==> src/rtl/fmc_pkg.sv <==
// Shared constants and types of the feature mode control register bank.
package fmc_pkg;

	// ----------------------------------------
	// Sizes
	// ----------------------------------------
	localparam int DW     = 32;
	localparam int VW     = 12;
	localparam int NF     = 4;
	localparam int ADDR_W = 8;
	localparam int CNT_W  = 8;

	// Field positions are given with bit 0 as the most significant bit.
	function automatic int lsb0(input int msb0);
		return DW - 1 - msb0;
	endfunction

	localparam int POS_PRES    = lsb0(0);
	localparam int POS_ONEPUSH = lsb0(5);
	localparam int POS_ONOFF   = lsb0(6);
	localparam int POS_AUTO    = lsb0(7);
	localparam int POS_VAL_LO  = lsb0(31);

	// ----------------------------------------
	// Register map
	// ----------------------------------------
	localparam logic [ADDR_W-1:0] FEAT_BASE   = 8'h00;
	localparam logic [ADDR_W-1:0] FEAT_STRIDE = 8'h04;
	localparam logic [ADDR_W-1:0] STATUS_OFF  = 8'h10;

	// Per feature, four bits: [0] off, [1] auto, [2] manual, [3] one-shot.
	localparam logic [4*NF-1:0] FEAT_CAP     = 16'hf_7_b_f;
	localparam logic [NF-1:0]   FEAT_PRESENT = 4'hb;

	// ----------------------------------------
	// Reset values
	// ----------------------------------------
	localparam logic [VW-1:0] RST_VALUE = 12'h000;
	localparam logic          RST_ONOFF = 1'b0;
	localparam logic          RST_AUTO  = 1'b0;

	// ----------------------------------------
	// Timing
	// ----------------------------------------
	localparam int CLK_PERIOD_NS = 10;
	localparam int ADJ_TIME_NS   = 200;
	localparam logic [CNT_W-1:0] ADJ_CYCLES =
		CNT_W'((ADJ_TIME_NS + CLK_PERIOD_NS - 1) / CLK_PERIOD_NS);

	// ----------------------------------------
	// Types
	// ----------------------------------------
	typedef enum logic [1:0] {
		ST_OFF     = 2'b00,
		ST_AUTO    = 2'b01,
		ST_MANUAL  = 2'b10,
		ST_ONESHOT = 2'b11
	} fmc_state_t;

	typedef struct packed {
		logic one_push;
		logic on_off;
		logic auto_sel;
	} fmc_mode_t;

	typedef struct packed {
		logic              wr;
		logic              rd;
		logic [ADDR_W-1:0] addr;
		logic [DW-1:0]     wdata;
	} fmc_bus_t;

	function automatic fmc_state_t state_of(input fmc_mode_t m);
		if (!m.on_off) begin
			return ST_OFF;
		end else if (m.auto_sel) begin
			return ST_AUTO;
		end else if (m.one_push) begin
			return ST_ONESHOT;
		end
		return ST_MANUAL;
	endfunction

endpackage

==> src/rtl/fmc_ahb_port.sv <==
// AHB-Lite slave front end: captures the address phase, adds one wait state to reads.
module fmc_ahb_port (
	// Clock and reset
	input  wire logic                         sys_clk,
	input  wire logic                         resetn,
	// AHB-Lite
	input  wire logic                         hsel,
	input  wire logic [31:0]                  haddr,
	input  wire logic [1:0]                   htrans,
	input  wire logic                         hwrite,
	input  wire logic                         hready,
	input  wire logic [31:0]                  hwdata,
	output logic                              hreadyout_q,
	// Register side
	output fmc_pkg::fmc_bus_t                 bus
);

	logic                        act_q;
	logic                        write_q;
	logic [fmc_pkg::ADDR_W-1:0]  addr_q;
	wire                         accept = hsel && hready && htrans[1];

	// Reads wait one cycle because the bank registers its read data before driving hrdata.
	always_ff @(posedge sys_clk or negedge resetn) begin
		if (!resetn) begin
			act_q       <= 1'b0;
			write_q     <= 1'b0;
			addr_q      <= 8'h00;
			hreadyout_q <= 1'b1;
		end else begin
			act_q       <= accept;
			write_q     <= hwrite;
			addr_q      <= haddr[fmc_pkg::ADDR_W-1:0];
			hreadyout_q <= !(accept && !hwrite);
		end
	end

	assign bus.wr    = act_q && write_q;
	assign bus.rd    = act_q && !write_q;
	assign bus.addr  = addr_q;
	assign bus.wdata = hwdata;

endmodule // fmc_ahb_port

==> src/rtl/fmc_adjuster.sv <==
// Adjustment engine of one feature: a timed run that ends by sampling the target.
module fmc_adjuster (
	// Clock and reset
	input  wire logic                    sys_clk,
	input  wire logic                    resetn,
	// Control
	input  wire logic                    start,
	input  wire logic                    auto_en,
	input  wire logic                    run,
	input  wire logic [fmc_pkg::VW-1:0]  target,
	// Result
	output logic                         busy_q,
	output logic                         done_q,
	output logic [fmc_pkg::VW-1:0]       result_q
);

	logic [fmc_pkg::CNT_W-1:0] cnt_q;
	wire                       go   = (start || auto_en) && !busy_q;
	wire                       last = busy_q && run && cnt_q == 8'h00;

	// A run is dropped without result when run falls, i.e. the feature leaves both auto and one-shot.
	always_ff @(posedge sys_clk or negedge resetn) begin
		if (!resetn) begin
			busy_q   <= 1'b0;
			done_q   <= 1'b0;
			cnt_q    <= 8'h00;
			result_q <= fmc_pkg::RST_VALUE;
		end else begin
			done_q <= last;
			if (go) begin
				busy_q <= 1'b1;
				cnt_q  <= fmc_pkg::ADJ_CYCLES - 8'h01;
			end else if (busy_q && !run) begin
				busy_q <= 1'b0;
			end else if (last) begin
				busy_q   <= 1'b0;
				result_q <= target;
			end else if (busy_q) begin
				cnt_q <= cnt_q - 8'h01;
			end
		end
	end

endmodule // fmc_adjuster

==> src/rtl/fmc_bank.sv <==
// Feature mode control register bank with AHB-Lite access.
//
// Function
// Each feature control register is a 32-bit word whose bit 0 is its most significant bit.
// Every register has on/off, one-shot and auto/manual bits that select one of four states.
// With on/off at 0 the feature keeps its value and ignores control.
// With on/off and auto at 1 the block keeps adjusting the feature itself.
// With on/off at 1 and auto and one-shot at 0 the value comes from software writes.
// One-shot with on/off 1 and auto 0 adjusts once, clears itself and stays manual.
// Each feature supports only its own subset of the four states.
// The value field is valid for control only when the presence flag is one.
// Software writes to the value take effect only in the manual state.
// A present feature reads back the value actually in use, adjusted ones included.
// The one-shot bit reads 1 during the run and clears in the update that loads the value.
//
// Local design decisions: the AHB-Lite register port and the address map.
module fmc_bank (
	// Clock and reset
	input  wire logic                                      sys_clk,
	input  wire logic                                      resetn,
	// AHB-Lite slave
	input  wire logic                                      hsel,
	input  wire logic [31:0]                               haddr,
	input  wire logic [1:0]                                htrans,
	input  wire logic                                      hwrite,
	input  wire logic [2:0]                                hsize,
	input  wire logic [31:0]                               hwdata,
	input  wire logic                                      hready,
	output logic [31:0]                                    hrdata,
	output logic                                           hreadyout,
	output logic                                           hresp,
	// Feature side
	input  wire logic [fmc_pkg::NF-1:0][fmc_pkg::VW-1:0]   adj_target,
	output logic      [fmc_pkg::NF-1:0][fmc_pkg::VW-1:0]   setting,
	output logic      [fmc_pkg::NF-1:0]                    feat_active
);

	// ----------------------------------------
	// Bus front end
	// ----------------------------------------
	fmc_pkg::fmc_bus_t bus;
	logic [31:0]       hrdata_q;
	logic              hresp_q;

	fmc_ahb_port u_port (
		.sys_clk     (sys_clk),
		.resetn      (resetn),
		.hsel        (hsel),
		.haddr       (haddr),
		.htrans      (htrans),
		.hwrite      (hwrite),
		.hready      (hready),
		.hwdata      (hwdata),
		.hreadyout_q (hreadyout),
		.bus         (bus)
	);

	// Only word transfers are used, so hsize needs no decode.
	wire unused_size = ^hsize;

	// ----------------------------------------
	// Per-feature state
	// ----------------------------------------
	fmc_pkg::fmc_mode_t               mode_q   [fmc_pkg::NF];
	logic [fmc_pkg::VW-1:0]           val_q    [fmc_pkg::NF];
	logic [fmc_pkg::NF-1:0]           active_q;
	fmc_pkg::fmc_state_t              cur      [fmc_pkg::NF];
	logic [fmc_pkg::NF-1:0]           busy;
	logic [fmc_pkg::NF-1:0]           done;
	logic [fmc_pkg::NF-1:0]           wsel;
	logic [fmc_pkg::NF-1:0]           val_wr;
	logic [fmc_pkg::NF-1:0]           start_os;
	logic [fmc_pkg::VW-1:0]           result   [fmc_pkg::NF];
	logic [31:0]                      word     [fmc_pkg::NF];

	wire fmc_pkg::fmc_mode_t wmode = '{
		one_push: bus.wdata[fmc_pkg::POS_ONEPUSH],
		on_off:   bus.wdata[fmc_pkg::POS_ONOFF],
		auto_sel: bus.wdata[fmc_pkg::POS_AUTO]
	};
	wire fmc_pkg::fmc_state_t req_state = fmc_pkg::state_of(wmode);

	for (genvar i = 0; i < fmc_pkg::NF; i++) begin : g_feat
		localparam logic [fmc_pkg::ADDR_W-1:0] OFF =
			fmc_pkg::ADDR_W'(fmc_pkg::FEAT_BASE + i * fmc_pkg::FEAT_STRIDE);
		localparam logic [3:0] CAP  = fmc_pkg::FEAT_CAP[4*i +: 4];
		localparam logic       PRES = fmc_pkg::FEAT_PRESENT[i];

		wire is_auto    = cur[i] == fmc_pkg::ST_AUTO;
		wire is_oneshot = cur[i] == fmc_pkg::ST_ONESHOT;
		wire run        = PRES && (is_auto || is_oneshot);

		assign cur[i]  = fmc_pkg::state_of(mode_q[i]);
		assign wsel[i] = bus.wr && bus.addr == OFF;
		// Unsupported states are refused, and the mode is frozen during a one-shot run.
		// One-shot ends in manual, so it is refused where manual is not supported.
		wire   mode_ok = wsel[i] && CAP[req_state] && !is_oneshot &&
		                 (req_state != fmc_pkg::ST_ONESHOT || CAP[fmc_pkg::ST_MANUAL]);
		assign val_wr[i]   = wsel[i] && PRES && cur[i] == fmc_pkg::ST_MANUAL;
		assign start_os[i] = mode_ok && PRES && req_state == fmc_pkg::ST_ONESHOT;
		wire   load_adj    = done[i] && run;

		fmc_adjuster u_adj (
			.sys_clk  (sys_clk),
			.resetn   (resetn),
			.start    (start_os[i]),
			.auto_en  (PRES && is_auto),
			.run      (run),
			.target   (adj_target[i]),
			.busy_q   (busy[i]),
			.done_q   (done[i]),
			.result_q (result[i])
		);

		// The off state simply has no update path, so the value is held.
		always_ff @(posedge sys_clk or negedge resetn) begin
			if (!resetn) begin
				mode_q[i] <= '{one_push: 1'b0, on_off: fmc_pkg::RST_ONOFF,
				               auto_sel: fmc_pkg::RST_AUTO};
				val_q[i]  <= fmc_pkg::RST_VALUE;
			end else begin
				if (mode_ok) begin
					mode_q[i] <= wmode;
				end else if (load_adj) begin
					mode_q[i].one_push <= 1'b0;
				end
				if (load_adj) begin
					val_q[i] <= result[i];
				end else if (val_wr[i]) begin
					val_q[i] <= bus.wdata[fmc_pkg::POS_VAL_LO +: fmc_pkg::VW];
				end
			end
		end

		// Absent features read their value as zero and are never active.
		assign word[i] = {PRES, 4'h0, mode_q[i].one_push, mode_q[i].on_off,
		                  mode_q[i].auto_sel, 12'h000,
		                  PRES ? val_q[i] : 12'h000};
		assign setting[i] = val_q[i];

	end

	// ----------------------------------------
	// Active flags and read path
	// ----------------------------------------
	logic [31:0] rd_mux;
	logic [fmc_pkg::NF-1:0] hit;
	logic [fmc_pkg::NF-1:0] live;

	always_comb begin
		rd_mux = 32'h0000_0000;
		for (int k = 0; k < fmc_pkg::NF; k++) begin
			hit[k]  = bus.addr == fmc_pkg::ADDR_W'(fmc_pkg::FEAT_BASE +
			          k * fmc_pkg::FEAT_STRIDE);
			live[k] = fmc_pkg::FEAT_PRESENT[k] && mode_q[k].on_off;
			if (hit[k]) begin
				rd_mux = word[k];
			end
		end
		if (bus.addr == fmc_pkg::STATUS_OFF) begin
			rd_mux = {28'h000_0000, busy};
		end
	end

	// Unmapped reads return zero; every answer is OKAY.
	always_ff @(posedge sys_clk or negedge resetn) begin
		if (!resetn) begin
			hrdata_q <= 32'h0000_0000;
			hresp_q  <= 1'b0;
			active_q <= '0;
		end else begin
			hresp_q  <= 1'b0;
			active_q <= live;
			if (bus.rd) begin
				hrdata_q <= rd_mux;
			end
		end
	end

	assign hrdata      = hrdata_q;
	assign hresp       = hresp_q;
	assign feat_active = active_q;
endmodule // fmc_bank

==> config.mk <==
export PLATFORM = sky130hd
export DESIGN_NAME = fmc_bank
export DESIGN_NICKNAME = d
export VERILOG_FILES = /design/src/rtl/fmc_pkg.sv /design/src/rtl/fmc_ahb_port.sv /design/src/rtl/fmc_adjuster.sv /design/src/rtl/fmc_bank.sv
export SDC_FILE = /design/constraint.sdc
export NUM_CORES = 1
export LEC_CHECK = 0
export CAP_MARGIN = 20
export CORE_UTILIZATION = 50
export DETAILED_ROUTE_END_ITERATION = 7
export DONT_BUFFER_PORTS = 1
export PLACE_DENSITY = 0.73
export SLEW_MARGIN = 20
export SYNTH_ARGS = -nofsm -noshare
export SYNTH_HDL_FRONTEND = slang
export SYNTH_SLANG_ARGS = --single-unit
==> constraint.sdc <==
create_clock -name sys_clk -period 2.75 [get_ports sys_clk]
set_clock_uncertainty 0.05 [all_clocks]
set_input_delay 0.275 -clock sys_clk [delete_from_list [all_inputs] [get_ports sys_clk]]
set_output_delay 0.275 -clock sys_clk [all_outputs]
set_load 0.01 [all_outputs]
==> Word level (Yosys, flattened, before mapping) <==
Cells that the tools add are included.
{ "op_classes": {"n_addsub": 3, "n_mul": 0, "div_mod_pow": 0, "n_lt_le_gt_ge": 1, "n_eq_ne": 22, "shifts": 0, "muxes": 79, "bitwise_logic": 6, "reduce_logical": 80} }
{ "op_table": {"columns": ["operator", "n"], "rows": [
  ["2-to-1 mux 32 bit", 5],
  ["2-to-1 mux 8 bit", 12],
  ["2-to-1 mux 12 bit", 6],
  ["2-to-1 mux 2 bit", 20],
  ["logical AND 1 bit", 39],
  ["2-to-1 mux 1 bit", 33],
  ["logical NOT 8 bit", 4],
  ["subtractor 8 x 1 -> 8 bit, second input constant", 3],
  ["AND reduction 3 bit", 6],
  ["nonzero test 2 bit", 9],
  ["equality test 2 bit, second input constant", 8],
  ["equality test 8 x 4 -> 1 bit, second input constant", 2],
  ["logical NOT 1 bit", 13],
  ["inequality test 2 x 1 -> 1 bit, second input constant", 6],
  ["nonzero test 3 bit", 3],
  ["equality test 8 x 3 -> 1 bit, second input constant", 1],
  ["equality test 8 x 5 -> 1 bit, second input constant", 1],
  ["binary-select mux 1 bit (select 2 bit)", 3],
  ["equality test 2 x 1 -> 1 bit, second input constant", 3],
  ["logical OR 1 bit", 6],
  ["NOT 1 bit", 6],
  ["less-than comparator 2 x 3 -> 1 bit, second input constant", 1],
  ["inequality test 2 bit, second input constant", 1]
]} }
{ "totals": {"regBits": 160, "latchBits": 0, "ram_bits": 0, "mem_bits_ro": 0, "memories": 0} }

==> Longest topological paths before layout <==
{ "logic_depth": {"ltp_word": 14, "ltp_mapped": 7, "ltp_nobuf": 6} }

==> By module <==
From an unflattened synthesis, not the netlist that was laid out.
{ "hier_totals": {"cells_unflattened": 717, "hier_area_um2": 8298.0} }
{ "by_module_without_submodules": {"columns": ["mod", "n_inst", "cells_per_inst", "area_per_inst_um2", "seq_area_each_um2"], "rows": [
  ["fmc_bank", 1, 365, 3712.3, 1676.6],
  ["fmc_adjuster at g_feat[1].u_adj ...", 3, 76, 1004.7, 550.5],
  ["fmc_adjuster at g_feat[0].u_adj", 1, 77, 1023.5, 550.5],
  ["fmc_ahb_port", 1, 47, 548.0, 276.5]
]} }

==> Worst setup path before layout <==
OpenSTA, ideal clock, no wires.
{ "synth_timing": {"path_type": "reg2reg", "start": "register u_port.addr_q[4] in the netlist's numbering", "end": "register val_q (netlist bit setting[10])", "setup_ps": 125, "arrival_time_ps": 2130, "required_ps": 2575, "slack_ps": 445, "path_stages_with_launch": 7, "path_buffers": 2, "path_cell_list": "dfrtp_1 > buf_6 > or4_4 > nor4_4 > a31o_4 > buf_12 > mux2_4"} }
{ "synth_via": {"elab_chain_len": 4} }
{ "synth_lines": {"columns": ["item", "line_no", "rtl"], "rows": [
  ["from (decl)", "fmc_ahb_port.sv:20", "logic [fmc_pkg::ADDR_W-1:0] addr_q;"],
  ["from (signal assigned)", "fmc_ahb_port.sv:33", "addr_q <= haddr[fmc_pkg::ADDR_W-1:0];"],
  ["logical NOT 8 bit", "fmc_bank.sv:94", "assign wsel[i] = bus.wr && bus.addr == OFF;"],
  ["logical AND 1 bit", "fmc_bank.sv:94", null],
  ["logical AND 1 bit", "fmc_bank.sv:99", "assign val_wr[i] = wsel[i] && PRES && cur[i] == fmc_pkg::ST_MANUAL;"],
  ["nonzero test 2 bit (no source line)", null, null],
  ["to (signal, indexed assignment)", "fmc_bank.sv:120", "val_q[i] <= fmc_pkg::RST_VALUE;"],
  ["to (signal, indexed assignment)", "fmc_bank.sv:128", "val_q[i] <= result[i];"],
  ["to (signal, indexed assignment)", "fmc_bank.sv:130", "val_q[i] <= bus.wdata[fmc_pkg::POS_VAL_LO +: fmc_pkg::VW];"],
  ["to (decl)", "fmc_bank.sv:65", "logic [fmc_pkg::VW-1:0] val_q [fmc_pkg::NF];"]
]} }
No other way between the ends.
A chain may end at the register's enable or synchronous reset.

==> Worst setup path in the final report <==
{ "layout_timing": {"start": "register u_port.addr_q[4] in the netlist's numbering", "end": "register val_q (netlist bit setting[11])"} }
Same word-level chain as after synthesis.

==> flow_metrics.env <==
export IMPL_cts_root_buffer="clkbuf_16"
export IMPL_fin_crit_sh=0.8051
export IMPL_portBuffers=0
export IMPL_drc=0
export IMPL_status="finished, violations left"
export IMPL_avgRoutedWirePerCell_microns=20.22
export IMPL_cp_max_fo=12
export IMPL_crit_required_ps=2990
export IMPL_fin_nets=765
export IMPL_ys_ff_latch=144
export IMPL_cts_inserted_buffers=17
export IMPL_insertion_delay_ps=420
export IMPL_finalMaxSlewViolations=0
export IMPL_power_density_nw_per_um2=574.7
export IMPL_routed_wl_microns=16760
export IMPL_p_clk_frac=0.456
export IMPL_seqPwrFrac=0.485
export IMPL_gp_congestion=0.8515
export IMPL_clock_path_buffers=2
export IMPL_violations="negative hold slack"
export IMPL_post_place_cells=747
export IMPL_worstSetupPathType="reg -> reg"
export IMPL_yosysTopAreaCell="dfrtp_1"
export IMPL_hold_path_class="in -> async"
export IMPL_rrSetupSlack_ps=540
export IMPL_ios=208
export IMPL_antenna_found_initial=0
export IMPL_die_w_microns=120.0
export IMPL_drv_cap=0
export IMPL_syn2layout_area_growth_pct=16.80
export IMPL_stdcell_count=829
export IMPL_postCtsSetupRepairBufs=0
export IMPL_grt_max_degree=145
export IMPL_crit_start="u_port.addr_q[4]$_DFF_PN0_"
export IMPL_period_needed_ps=2214
export IMPL_rsz0062_at_grt="no"
export IMPL_yosysWarnings=0
export IMPL_start_util=0.5198
export IMPL_vias_per_cell=5.770
export IMPL_synth_area_sq_um=6965
export IMPL_cp_end_kind="register"
export IMPL_final_common_cell="dfrtp_1"
export IMPL_setup_viol=0
export IMPL_ir_drop_v=0.0004453
export IMPL_synth_cells=581
export IMPL_max_freq_mhz=451.7
export IMPL_crit_arrival_ps=2460
export IMPL_worst_slew_pin_slew_ps=803.2
export IMPL_setup_worst_path_start_class="register"
export IMPL_cts_hold_buf=50
export IMPL_finalHoldViolCount=144
export IMPL_vias=4783
export IMPL_dp_hpwl_microns=11170
export IMPL_cts_tree="yes"
export IMPL_ctsResizeCount=0
export IMPL_core_sq_um=13400
export IMPL_p_sw_frac=0.2173
export IMPL_cts_htree_levels=4
export IMPL_die_h_microns=120.0
export IMPL_synthTopCellsByArea="dfrtp_1, mux2_2, buf_4, a21oi_1, mux2_4"
export IMPL_grt_pass1_vias=5003
export IMPL_combPwrFrac=0.058
export IMPL_drt_initial_drc_count=291
export IMPL_timing_hold_ws_ps=-497.9
export IMPL_num_antenna_cells=0
export IMPL_leakage_uw=0.003653
export IMPL_async_flop_share=1.000
export IMPL_gr_total_overflow=0
export IMPL_p_total_uw=4675
export IMPL_yosys_area_top_type_share=0.5137
export IMPL_final_cell_mix="dfrtp_1, mux2_2, dlygate4sd3_1, nand2_1"
export IMPL_synth_area_per_cell_sq_um=11.99
export IMPL_rr_startpoint="u_port.addr_q[4]$_DFF_PN0_"
export IMPL_ys_types=62
export IMPL_post_place_ws_ps=536.3
export IMPL_p_sw_uw=1016
export IMPL_clkTransAtPathRegs_ps=60
export IMPL_grt_first_pass_wirelength_microns=26900
export IMPL_dr_pass1_iters=5
export IMPL_synth_edf_count=0
export IMPL_slew_headroom=0.4596
export IMPL_dieArea_sq_um=14410
export IMPL_track_usage=0.2492
export IMPL_layout_drive_gt1_share=0.2634
export IMPL_setup_slack_ps=535.9
export IMPL_clkSinkCount=144
export IMPL_rows=42
export IMPL_intPower_uw=3659
export IMPL_ant_nets=0
export IMPL_setup_tns_ps=0
export IMPL_synth_ff_type="dfrtp_1"
export IMPL_ys_seq_area_frac=0.5175
[cells in the mapped netlist, types with 3 or more instances]
library cell and count:
nand2_1 35, ha_1 3, a21oi_1 31, clkbuf_1 17, mux4_2 3, mux2_2 101, mux2i_1 14, xnor2_1 6
buf_2 4, or2_2 5, o31ai_1 18, a32oi_1 4, mux2_4 10, inv_1 16, o211ai_1 9, or4_1 8
nand3b_1 7, nand2b_1 7, or3_1 9, buf_4 30, nor4_1 5, nor3_1 9, dfrtp_1 143, nor2_1 31
or3b_2 3, o21ai_0 9
[cells by family after synthesis]
| logic type | synth area share |
|---|---|
| AO/OA/AOI/OAI | 0.08982 |
| XOR/XNOR | 0.008802 |
| adder cells (fa/ha/maj) | 0.005389 |
| buffers and inverters | 0.05856 |
| flip-flops | 0.5175 |
| multiplexers | 0.2163 |
| other | 0.0005384 |
| AND/OR/NAND/NOR | 0.1031 |
[metal layers]
metal	GRT usage	wire length, microns	up-vias
li1	-	-	2162
met1	0.3033	6755	2414
met2	0.4152	8572	172
met3	0.07367	1028	35
met4	0.09609	405	0
met5	0	0	-
[sequential cells by signal (all words and copies together), names as in the netlist]
| register | count |
|---|---|
| g_feat.u_adj.done_q | 3 |
| g_feat.u_adj.cnt_q | 24 |
| g_feat.u_adj.busy_q | 3 |
| mode_q | 9 |
| setting | 36 |
| live | 3 |
| u_port.hreadyout_q | 1 |
| u_port.act_q | 1 |
| hrdata | 16 |
| u_port.write_q | 1 |
| u_port.addr_q | 8 |
| g_feat.u_adj.result_q | 36 |
| feat_active | 3 |
[cell type report]
class                      count  area [sq um]
timing repair buffer          66         620.6
sequential                   144          3605
tap                          176         220.2
fill                        1032          5265
multi-input combinational    395          3078
clock inverter                 6         62.56
clock buffer                  26         489.2
inverter                      16         60.06
[power by group through the flow]
stage | clock network (uW) | logic, uW | registers, uW
after floorplan | 0 | 212 | 2280
after global placement | 0 | 199 | 2300
after detailed placement | 0 | 209 | 2300
after CTS | 2160 | 270 | 2270
after global routing | 2260 | 303 | 2280
final | 2130 | 273 | 2270
[worst paths after layout]
path | endpoint | cells past startpoint
worst min-delay path | g_feat[1].u_adj.result_q[3]$_DFFE_PN0P_ | 0
max in group asynchronous | u_port.hreadyout_q$_DFF_PN1_ | 0
min in group sys_clk | mode_q[9]$_DFFE_PN0N_ | 2
worst max register to register | setting[11]$_DFFE_PN0P_ | 4
worst min register to register | mode_q[2]$_DFFE_PN0P_ | 1
worst max-delay path | setting[11]$_DFFE_PN0P_ | 4
[stage by stage]
step,cell area (sq um),util,hold slack [ps]
2_1_floorplan,7074,-,-70.59
3_3_place_gp,7083,0.5286,-63.36
3_5_place_dp,7083,0.5286,-66.29
4_1_cts,8135,0.6071,-514.2
5_1_grt,8135,0.6071,-516.1
6_report,8135,0.6071,-497.9
[critical path, stage by stage, from the launching register on]
cell	delay, ps
dfrtp_1	420
or4_4	570
nor4_4	280
a31o_4	400
mux2_2	380
Power figures use the tool's default switching activity.
